## config.mk

```make
export PLATFORM = sky130hd
export DESIGN_NAME = racd_command_decoder
export DESIGN_NICKNAME = d
export VERILOG_FILES = /design/src/racd_pkg.sv /design/src/racd_target_decode.sv /design/src/racd_sticky.sv /design/src/racd_command_decoder.sv
export SDC_FILE = /design/constraint.sdc
export NUM_CORES = 1
export LEC_CHECK = 0
export BUFFER_PORTS_ARGS = -buffer_cell sky130_fd_sc_hd__buf_2
export CORE_AREA = 2 2 106 108
export CTS_BUF_LIST = sky130_fd_sc_hd__clkbuf_4 sky130_fd_sc_hd__clkbuf_8
export DETAILED_ROUTE_END_ITERATION = 8
export DIE_AREA = 0 0 108 110
export PLACE_DENSITY_LB_ADDON = 0.08
export SLEW_MARGIN = 15
export SYNTH_ARGS = -nofsm -noshare
export SYNTH_HDL_FRONTEND = slang
export SYNTH_HIERARCHICAL = 1
export SYNTH_SLANG_ARGS = --single-unit
```

## constraint.sdc

```tcl
create_clock -name pclk -period 4.6 [get_ports pclk]
set_input_delay 0.69 -clock pclk [delete_from_list [all_inputs] [get_ports pclk]]
set_output_delay 0.69 -clock pclk [all_outputs]
set_load 0.005 [all_outputs]
```

## src/racd_pkg.sv

```systemverilog
package racd_pkg;

  // ==========================================================================
  // register map (byte addresses on the apb side)
  localparam logic [7:0] ADDR_COMMAND_WORD = 8'h00;
  localparam logic [7:0] ADDR_DATA = 8'h04;
  localparam logic [7:0] ADDR_STATUS = 8'h08;
  localparam logic [7:0] ADDR_CONTROL = 8'h0C;

  // ==========================================================================
  // command word layout
  localparam int CMD_START_BIT = 7;
  localparam int CMD_DIR_BIT = 6;
  localparam logic [7:0] COMMAND_WORD_RESET = 8'h00;
  localparam logic DIR_WRITE = 1'b0;
  localparam logic DIR_READ = 1'b1;

  // ==========================================================================
  // target select codes
  localparam logic [5:0] SEL_STATUS = 6'h00;
  localparam logic [5:0] SEL_ADC_MODE = 6'h01;
  localparam logic [5:0] SEL_IF_MODE = 6'h02;
  localparam logic [5:0] SEL_CHECKSUM = 6'h03;
  localparam logic [5:0] SEL_RESULT = 6'h04;
  localparam logic [5:0] SEL_GPIO = 6'h06;
  localparam logic [5:0] SEL_ID = 6'h07;
  localparam logic [1:0] SEL_CHANNEL_TOP = 2'h1;
  localparam logic [2:0] SEL_SETUP_TOP = 3'h4;
  localparam logic [2:0] SEL_FILTER_TOP = 3'h5;
  localparam logic [2:0] SEL_OFFSET_TOP = 3'h6;
  localparam logic [2:0] SEL_GAIN_TOP = 3'h7;

  // ==========================================================================
  // status register layout
  localparam int ST_ARMED = 0;
  localparam int ST_DIR = 1;
  localparam int ST_SEL_LSB = 2;
  localparam int ST_CLASS_LSB = 8;
  localparam int ST_INDEX_LSB = 12;
  localparam int ST_VALID = 16;
  localparam int ST_ERR_LSB = 17;
  localparam int ERR_W = 4;
  localparam int ERR_BAD_START = 0;
  localparam int ERR_NO_COMMAND = 1;
  localparam int ERR_UNMAPPED = 2;
  localparam int ERR_DIR_MISMATCH = 3;

  // control register layout
  localparam int CTRL_ENABLE = 0;
  localparam logic CTRL_ENABLE_RESET = 1'b1;

  // ==========================================================================
  // types
  typedef enum logic [3:0] {
    RACD_CLS_NONE = 4'h0,
    RACD_CLS_STATUS = 4'h1,
    RACD_CLS_ADC_MODE = 4'h2,
    RACD_CLS_IF_MODE = 4'h3,
    RACD_CLS_CHECKSUM = 4'h4,
    RACD_CLS_RESULT = 4'h5,
    RACD_CLS_GPIO = 4'h6,
    RACD_CLS_ID = 4'h7,
    RACD_CLS_CHANNEL = 4'h8,
    RACD_CLS_SETUP = 4'h9,
    RACD_CLS_FILTER = 4'hA,
    RACD_CLS_OFFSET = 4'hB,
    RACD_CLS_GAIN = 4'hC
  } racd_class_t;

  typedef enum logic [2:0] {
    RACD_ST_IDLE = 3'b001,
    RACD_ST_WAIT = 3'b010,
    RACD_ST_RESP = 3'b100
  } racd_state_t;

endpackage

```

## src/racd_target_decode.sv

```systemverilog
`timescale 1ns/1ps
module racd_target_decode
  import racd_pkg::*;
(
  // target select in
  input wire logic [5:0] target_select,
  // decoded target out
  output racd_class_t target_class,
  output logic [3:0] target_index,
  output logic target_valid
);

  // ==========================================================================
  // decode function
  function automatic racd_class_t decode_class(input logic [5:0] sel);
    racd_class_t cls;
    cls = RACD_CLS_NONE;
    if (sel[5:4] == SEL_CHANNEL_TOP) begin
      cls = RACD_CLS_CHANNEL;
    end else if (sel[5:3] == SEL_SETUP_TOP) begin
      cls = RACD_CLS_SETUP;
    end else if (sel[5:3] == SEL_FILTER_TOP) begin
      cls = RACD_CLS_FILTER;
    end else if (sel[5:3] == SEL_OFFSET_TOP) begin
      cls = RACD_CLS_OFFSET;
    end else if (sel[5:3] == SEL_GAIN_TOP) begin
      cls = RACD_CLS_GAIN;
    end else begin

      case (sel)
        SEL_STATUS: cls = RACD_CLS_STATUS;
        SEL_ADC_MODE: cls = RACD_CLS_ADC_MODE;
        SEL_IF_MODE: cls = RACD_CLS_IF_MODE;
        SEL_CHECKSUM: cls = RACD_CLS_CHECKSUM;
        SEL_RESULT: cls = RACD_CLS_RESULT;
        SEL_GPIO: cls = RACD_CLS_GPIO;
        SEL_ID: cls = RACD_CLS_ID;
        default: cls = RACD_CLS_NONE;
      endcase
    end
    return cls;
  endfunction

  // ==========================================================================
  // outputs
  always_comb begin
    target_class = decode_class(target_select);
    target_valid = (target_class != RACD_CLS_NONE);
    // regular pattern: every channel code is distinct, no duplicates
    if (target_class == RACD_CLS_CHANNEL) begin
      target_index = target_select[3:0];
    end else if (target_class inside {RACD_CLS_SETUP, RACD_CLS_FILTER, RACD_CLS_OFFSET, RACD_CLS_GAIN}) begin
      target_index = {1'b0, target_select[2:0]};
    end else begin
      target_index = 4'h0;
    end
  end

endmodule // racd_target_decode

```

## src/racd_sticky.sv

```systemverilog
`timescale 1ns/1ps
module racd_sticky
  import racd_pkg::*;
(
  // clock and reset
  input wire logic pclk,
  input wire logic presetn,
  // events and clears
  input wire logic [ERR_W-1:0] set_evt,
  input wire logic [ERR_W-1:0] clr_req,
  // flags
  output logic [ERR_W-1:0] flags_ff
);

  logic [ERR_W-1:0] nxt_flags;

  // ==========================================================================
  // set wins over a clear in the same cycle so no event is lost
  always_comb begin
    nxt_flags = (flags_ff & ~clr_req) | set_evt;
  end

  always_ff @(posedge pclk or negedge presetn) begin
    if (!presetn) begin
      flags_ff <= '0;
    end else begin
      flags_ff <= nxt_flags;
    end
  end

endmodule // racd_sticky

```

## src/racd_command_decoder.sv

```systemverilog
// Operation
// every register access must be preceded by an accepted command word write
// the command word fixes target and direction of the next transfer
// a command is accepted only while its bit 7 is low
// bit 6 chooses direction: 0 write, 1 read
// the six low bits select the target of the following data phase
// codes 0,1,2,3,4,6,7 select status, modes, checksum, result, pins, id
// codes 010000 to 011111 select channels 0 to 15 by low four bits
// codes 100000 to 100111 select setups by low three bits
// codes 101000 to 101111 select filters by low three bits
// codes 110xxx select offsets, 111xxx select gains, index in low bits
// duplicated printed codes resolve by the regular pattern
// command word is write only, resets to zero, disarms after each transfer
`timescale 1ns/1ps
module racd_command_decoder
  import racd_pkg::*;
(
  // clock and reset
  input wire logic pclk,
  input wire logic presetn,
  // apb slave
  input wire logic psel,
  input wire logic penable,
  input wire logic pwrite,
  input wire logic [7:0] paddr,
  input wire logic [31:0] pwdata,
  output logic [31:0] prdata,
  output logic pready,
  output logic pslverr,
  // routed transfer to the addressed register bank
  output logic xfer_req,
  output logic xfer_write,
  output logic [5:0] xfer_select,
  output logic [3:0] xfer_class,
  output logic [3:0] xfer_index,
  output logic [31:0] xfer_wdata,
  input wire logic xfer_done,
  input wire logic [31:0] xfer_rdata
);

  // ==========================================================================
  // state
  racd_state_t state_ff, nxt_state;
  logic [7:0] command_word_ff, nxt_command_word;
  logic armed_ff, nxt_armed;
  logic enable_ff, nxt_enable;
  logic [31:0] prdata_ff, nxt_prdata;
  logic pready_ff, nxt_pready;
  logic pslverr_ff, nxt_pslverr;
  logic xfer_req_ff, nxt_xfer_req;
  logic xfer_write_ff, nxt_xfer_write;
  logic [5:0] xfer_select_ff, nxt_xfer_select;
  logic [3:0] xfer_class_ff, nxt_xfer_class;
  logic [3:0] xfer_index_ff, nxt_xfer_index;
  logic [31:0] xfer_wdata_ff, nxt_xfer_wdata;
  logic [ERR_W-1:0] err_set, err_clr, err_flags;

  // decoded view of the stored command
  racd_class_t cmd_class;
  logic [3:0] cmd_index;
  logic cmd_valid;
  logic cmd_dir;
  logic [5:0] cmd_select;

  logic access;
  logic [31:0] status_word;

  assign cmd_dir = command_word_ff[CMD_DIR_BIT];
  assign cmd_select = command_word_ff[5:0];
  assign access = psel && penable;

  // ==========================================================================
  // submodules
  racd_target_decode u_decode (
    .target_select(cmd_select),
    .target_class(cmd_class),
    .target_index(cmd_index),
    .target_valid(cmd_valid)
  );

  racd_sticky u_errors (
    .pclk(pclk),
    .presetn(presetn),
    .set_evt(err_set),
    .clr_req(err_clr),
    .flags_ff(err_flags)
  );

  // ==========================================================================
  // status view
  always_comb begin
    status_word = '0;
    status_word[ST_ARMED] = armed_ff;
    status_word[ST_DIR] = cmd_dir;
    status_word[ST_SEL_LSB +: 6] = cmd_select;
    status_word[ST_CLASS_LSB +: 4] = cmd_class;
    status_word[ST_INDEX_LSB +: 4] = cmd_index;
    status_word[ST_VALID] = cmd_valid;
    status_word[ST_ERR_LSB +: ERR_W] = err_flags;
  end

  // ==========================================================================
  // apb and transfer sequencing
  always_comb begin
    nxt_state = state_ff;
    nxt_command_word = command_word_ff;
    nxt_armed = armed_ff;
    nxt_enable = enable_ff;
    nxt_prdata = prdata_ff;
    nxt_pready = 1'b0;
    nxt_pslverr = 1'b0;
    nxt_xfer_req = xfer_req_ff;
    nxt_xfer_write = xfer_write_ff;
    nxt_xfer_select = xfer_select_ff;
    nxt_xfer_class = xfer_class_ff;
    nxt_xfer_index = xfer_index_ff;
    nxt_xfer_wdata = xfer_wdata_ff;
    err_set = '0;
    err_clr = '0;
    case (state_ff)
      RACD_ST_IDLE: begin
        if (access) begin
          nxt_state = RACD_ST_RESP;
          nxt_pready = 1'b1;
          nxt_prdata = '0;
          case (paddr)
            ADDR_COMMAND_WORD: begin
              // write only: reads return zero
              if (pwrite && enable_ff) begin
                if (pwdata[CMD_START_BIT] == 1'b0) begin
                  nxt_command_word = pwdata[7:0];
                  nxt_armed = 1'b1;
                end else begin
                  // qualifier high: byte is not a command, prior state kept
                  err_set[ERR_BAD_START] = 1'b1;
                  nxt_pslverr = 1'b1;
                end
              end
            end
            ADDR_DATA: begin
              if (!enable_ff || !armed_ff) begin
                err_set[ERR_NO_COMMAND] = 1'b1;
                nxt_pslverr = 1'b1;
              end else if (!cmd_valid) begin
                err_set[ERR_UNMAPPED] = 1'b1;
                nxt_pslverr = 1'b1;
                nxt_armed = 1'b0;
              end else if (pwrite != (cmd_dir == DIR_WRITE)) begin
                // apb direction disagrees with the command direction
                err_set[ERR_DIR_MISMATCH] = 1'b1;
                nxt_pslverr = 1'b1;
                nxt_armed = 1'b0;
              end else begin
                // hold the apb access until the addressed bank answers
                nxt_state = RACD_ST_WAIT;
                nxt_pready = 1'b0;
                nxt_xfer_req = 1'b1;
                nxt_xfer_write = (cmd_dir == DIR_WRITE);
                nxt_xfer_select = cmd_select;
                nxt_xfer_class = cmd_class;
                nxt_xfer_index = cmd_index;
                nxt_xfer_wdata = pwrite ? pwdata : '0;
              end
            end
            ADDR_STATUS: begin
              if (pwrite) begin
                err_clr = pwdata[ST_ERR_LSB +: ERR_W];
              end else begin
                nxt_prdata = status_word;
              end
            end
            ADDR_CONTROL: begin
              if (pwrite) begin
                nxt_enable = pwdata[CTRL_ENABLE];
                // disabling drops any pending command
                if (!pwdata[CTRL_ENABLE]) begin
                  nxt_armed = 1'b0;
                end
              end else begin
                nxt_prdata[CTRL_ENABLE] = enable_ff;
              end
            end
            default: begin
              nxt_pslverr = 1'b1;
            end
          endcase
        end
      end
      RACD_ST_WAIT: begin
        if (xfer_done) begin
          nxt_state = RACD_ST_RESP;
          nxt_pready = 1'b1;
          nxt_xfer_req = 1'b0;
          nxt_prdata = xfer_write_ff ? '0 : xfer_rdata;
          nxt_armed = 1'b0;
        end
      end
      RACD_ST_RESP: begin
        // pready is high this cycle; the master ends the access now
        nxt_state = RACD_ST_IDLE;
      end
      default: begin
        nxt_state = RACD_ST_IDLE;
        nxt_xfer_req = 1'b0;
      end
    endcase
  end

  // ==========================================================================
  // registers
  always_ff @(posedge pclk or negedge presetn) begin
    if (!presetn) begin
      state_ff <= RACD_ST_IDLE;
      command_word_ff <= COMMAND_WORD_RESET;
      armed_ff <= 1'b0;
      enable_ff <= CTRL_ENABLE_RESET;
      prdata_ff <= '0;
      pready_ff <= 1'b0;
      pslverr_ff <= 1'b0;
      xfer_req_ff <= 1'b0;
      xfer_write_ff <= 1'b0;
      xfer_select_ff <= '0;
      xfer_class_ff <= '0;
      xfer_index_ff <= '0;
      xfer_wdata_ff <= '0;
    end else begin
      state_ff <= nxt_state;
      command_word_ff <= nxt_command_word;
      armed_ff <= nxt_armed;
      enable_ff <= nxt_enable;
      prdata_ff <= nxt_prdata;
      pready_ff <= nxt_pready;
      pslverr_ff <= nxt_pslverr;
      xfer_req_ff <= nxt_xfer_req;
      xfer_write_ff <= nxt_xfer_write;
      xfer_select_ff <= nxt_xfer_select;
      xfer_class_ff <= nxt_xfer_class;
      xfer_index_ff <= nxt_xfer_index;
      xfer_wdata_ff <= nxt_xfer_wdata;
    end
  end

  // ==========================================================================
  // outputs
  assign prdata = prdata_ff;
  assign pready = pready_ff;
  assign pslverr = pslverr_ff;
  assign xfer_req = xfer_req_ff;
  assign xfer_write = xfer_write_ff;
  assign xfer_select = xfer_select_ff;
  assign xfer_class = xfer_class_ff;
  assign xfer_index = xfer_index_ff;
  assign xfer_wdata = xfer_wdata_ff;

endmodule // racd_command_decoder

```

==> metrics.cfg <==
[cells_and_area]
drive_gt1_frac=0.4075
postLayoutCoreUtil=0.5009
diodes=0
syn2layout_area_growth_pct=26.90
nets=604

[route]
vias_per_cell=5.197
wl_um=10830
drcViolationCount=0
ant_nets=0
via_count=3482
first_pass_iters=4
detail_route.wl_per_cell_um=16.17
initialDrtViolationCount=297

[clocking]
ctsRootBufferMaster=clkbuf_8
holdBufCountCts=0
cts_resized=0
cts_sinks=98
clockBufferDepth=2
clk_pin_slew_ns=0.10
post_cts_buffers=0
clkLatencyLatePin_ns=0.35
numCtsBuffers=9
cts_tree=done
htree_levels=3

[global_routing]
grt_pass1_wl_um=16960
grt_start_max_net_pins=65
antenna_found_initial=0
grt_pass1_vias=3232
grt_use_total=0.1853
grt_overflow=0

[worst_setup_path]
r2r_start=command_word_ff[0]
worstPathMaxFanout=30
critPathCaptureType=flop
slowest_stage=o21ai_0
rr_worst_depth=7
crit_chain=and3b_1 -> o21ai_0 -> nand4b_1 -> nor3b_1 -> nand3_2 -> buf_4 -> a22o_1
path_buf_inv=1
start_kind=flop
timing.rr.end=xfer_wdata[25]
critPathTopFamily=simple AND/OR/NAND/NOR gates
r2r_slack_ns=1.44
slowest_delay_ns=0.52
arrival_ns=3.39
critPathKind=reg -> reg
required_ns=4.83

[die]
coreArea_mm2=0.01070
io_pins=160
die-area_mm2=0.01188
fp-row-count=38
initial_core_util=0.3947
fp.dieH_um=110
die_w_um=108

[logic_synthesis]
synth.area.top_cells=dfrtp_1 57%, a22o_1 7.1%, mux2_2 4.3%
yosysWarnings=6
synth_area_mm2=0.004223
synth.top_cells.by_count=96 x dfrtp_1, 48 x nor2_1, 37 x nand2_1
synth-edff-count=0
yosysMostFrequentCell=dfrtp_1
yosysTopAreaCell=dfrtp_1
synthDistinctLibCells=44
syn_nets=453
async_flop_share=1.000
synth_cells=374
synth_seq_cells=98
avgSynthCellArea_um2=11.29
synth_top_area_frac=0.5689
yosys_most_used_dff=dfrtp_1
ys_seq_area_frac=0.5813

[power]
ir_drop_v=0.0001752
power_density_mw_per_mm2=307.2
p_leak_nw=2.897
finalPower_mw=1.646

[sta]
finalHoldViolCount=0
period_minus_slack_ns=3.157
hold_ws_ns=0.4086
rsz0062_at_grt=no
drv_slew=0
fin_skew_ns=0.01452
fin_tns_setup_ns=0
tightest_slew_ns=0.8212
slew_headroom=0.4525
fmax_mhz=316.8
setup-violations-final=0
post-route-period-util=0.6863

[placed_design]
io_buffers=159
dp.final_hpwl_um=7570
place_congestion=0.8438

[outcome]
status=complete, no violations

[flow_run]
cap_viol_max_count=0

[worst_hold_path]
worstHoldPathType=in -> async

[sequential cells by signal (all words and copies together), names as in the netlist]
signal,cells
armed_ff,1
command_word_ff,7
enable_ff,1
prdata,32
pready,1
pslverr,1
state_ff,3
u_errors/flags_ff,4
xfer_class,4
xfer_index,4
xfer_req,1
xfer_select,6
xfer_wdata,32
xfer_write,1
[layout make-up]
type,instances,area [µm²]
clock buffers,11,138.9
clock inverters,5,62.56
fillers,1023,5339
inverters,7,26.28
multi-input cells,244,1658
flip-flops and latches,98,2455
well taps,140,175.2
repair buffers,165,843.3
[power breakdown]
group          total [mW]  internal (mW)  switching (mW)
logic               0.165         0.0766          0.0887
clock network       0.562          0.267           0.295
registers           0.919          0.898          0.0213
total                1.65           1.24           0.405
[worst max-delay path by stage]
stage / from / endpoint / slack, ns / cells after the start
finish: command_word_ff[0] / xfer_wdata[25] / 1.44 / 7
CTS: command_word_ff[0] / xfer_wdata[25] / 1.44 / 7
global route: command_word_ff[0] / xfer_wdata[21] / 1.09 / 7
global placement: pwrite / xfer_wdata[9] / 1.50 / 8
detailed placement: pwrite / xfer_wdata[15] / 1.40 / 8
floorplan: paddr[1] / command_word_ff[0] / 2.19 / 7
[routing by layer]
| metal | vias to the layer above | share of wire | GRT usage |
|---|---|---|---|
| met1 | 1686 | 0.48 | 0.2814 |
| li1 | 1642 | - | - |
| met5 | - | 0 | 0 |
| met2 | 142 | 0.43 | 0.2592 |
| met4 | 0 | 0.0091 | 0.06777 |
| met3 | 12 | 0.074 | 0.03939 |
[placed cells by master, fill, tap and decap left out, types with 2 or more instances in the layout]
master      count
buf_2         158
nand3b_1        2
a22o_1         34
nand2_1        37
buf_4           7
dfrtp_1        96
and3b_1         2
mux2_4          7
nor3_1          6
nor4_1          2
nor2b_1         7
a21o_1          4
mux2_2         16
o21ai_1         2
dfstp_2         2
o41ai_1         2
clkinvlp_4      2
nor2_1         48
clkbuf_8        9
nor2b_2         2
and2_1          5
inv_1           7
clkbuf_4        2
a221oi_1       20
or3_1           2
nand3_1        15
a21oi_1         4
o21ai_0         5
[kinds of logic after synthesis]
family,synth area share
buffers and inverters,0.03111
and+or+nand+nor,0.1612
DFF,0.5813
adders and majority gates,0.002962
AOI/OAI and AO/OA,0.1493
muxes,0.06993
xor gates and xnor gates,0.004149
[per-stage QoR]
stage	std cells	setup WS, ns	cell area (µm²)
floorplan	374	2.194	4223
global placement	654	1.501	5156
detailed placement	654	1.398	5156
CTS	670	1.438	5358
global route	670	1.088	5359
finish	670	1.443	5359
Note: power is estimated with default switching activity, not from simulation.
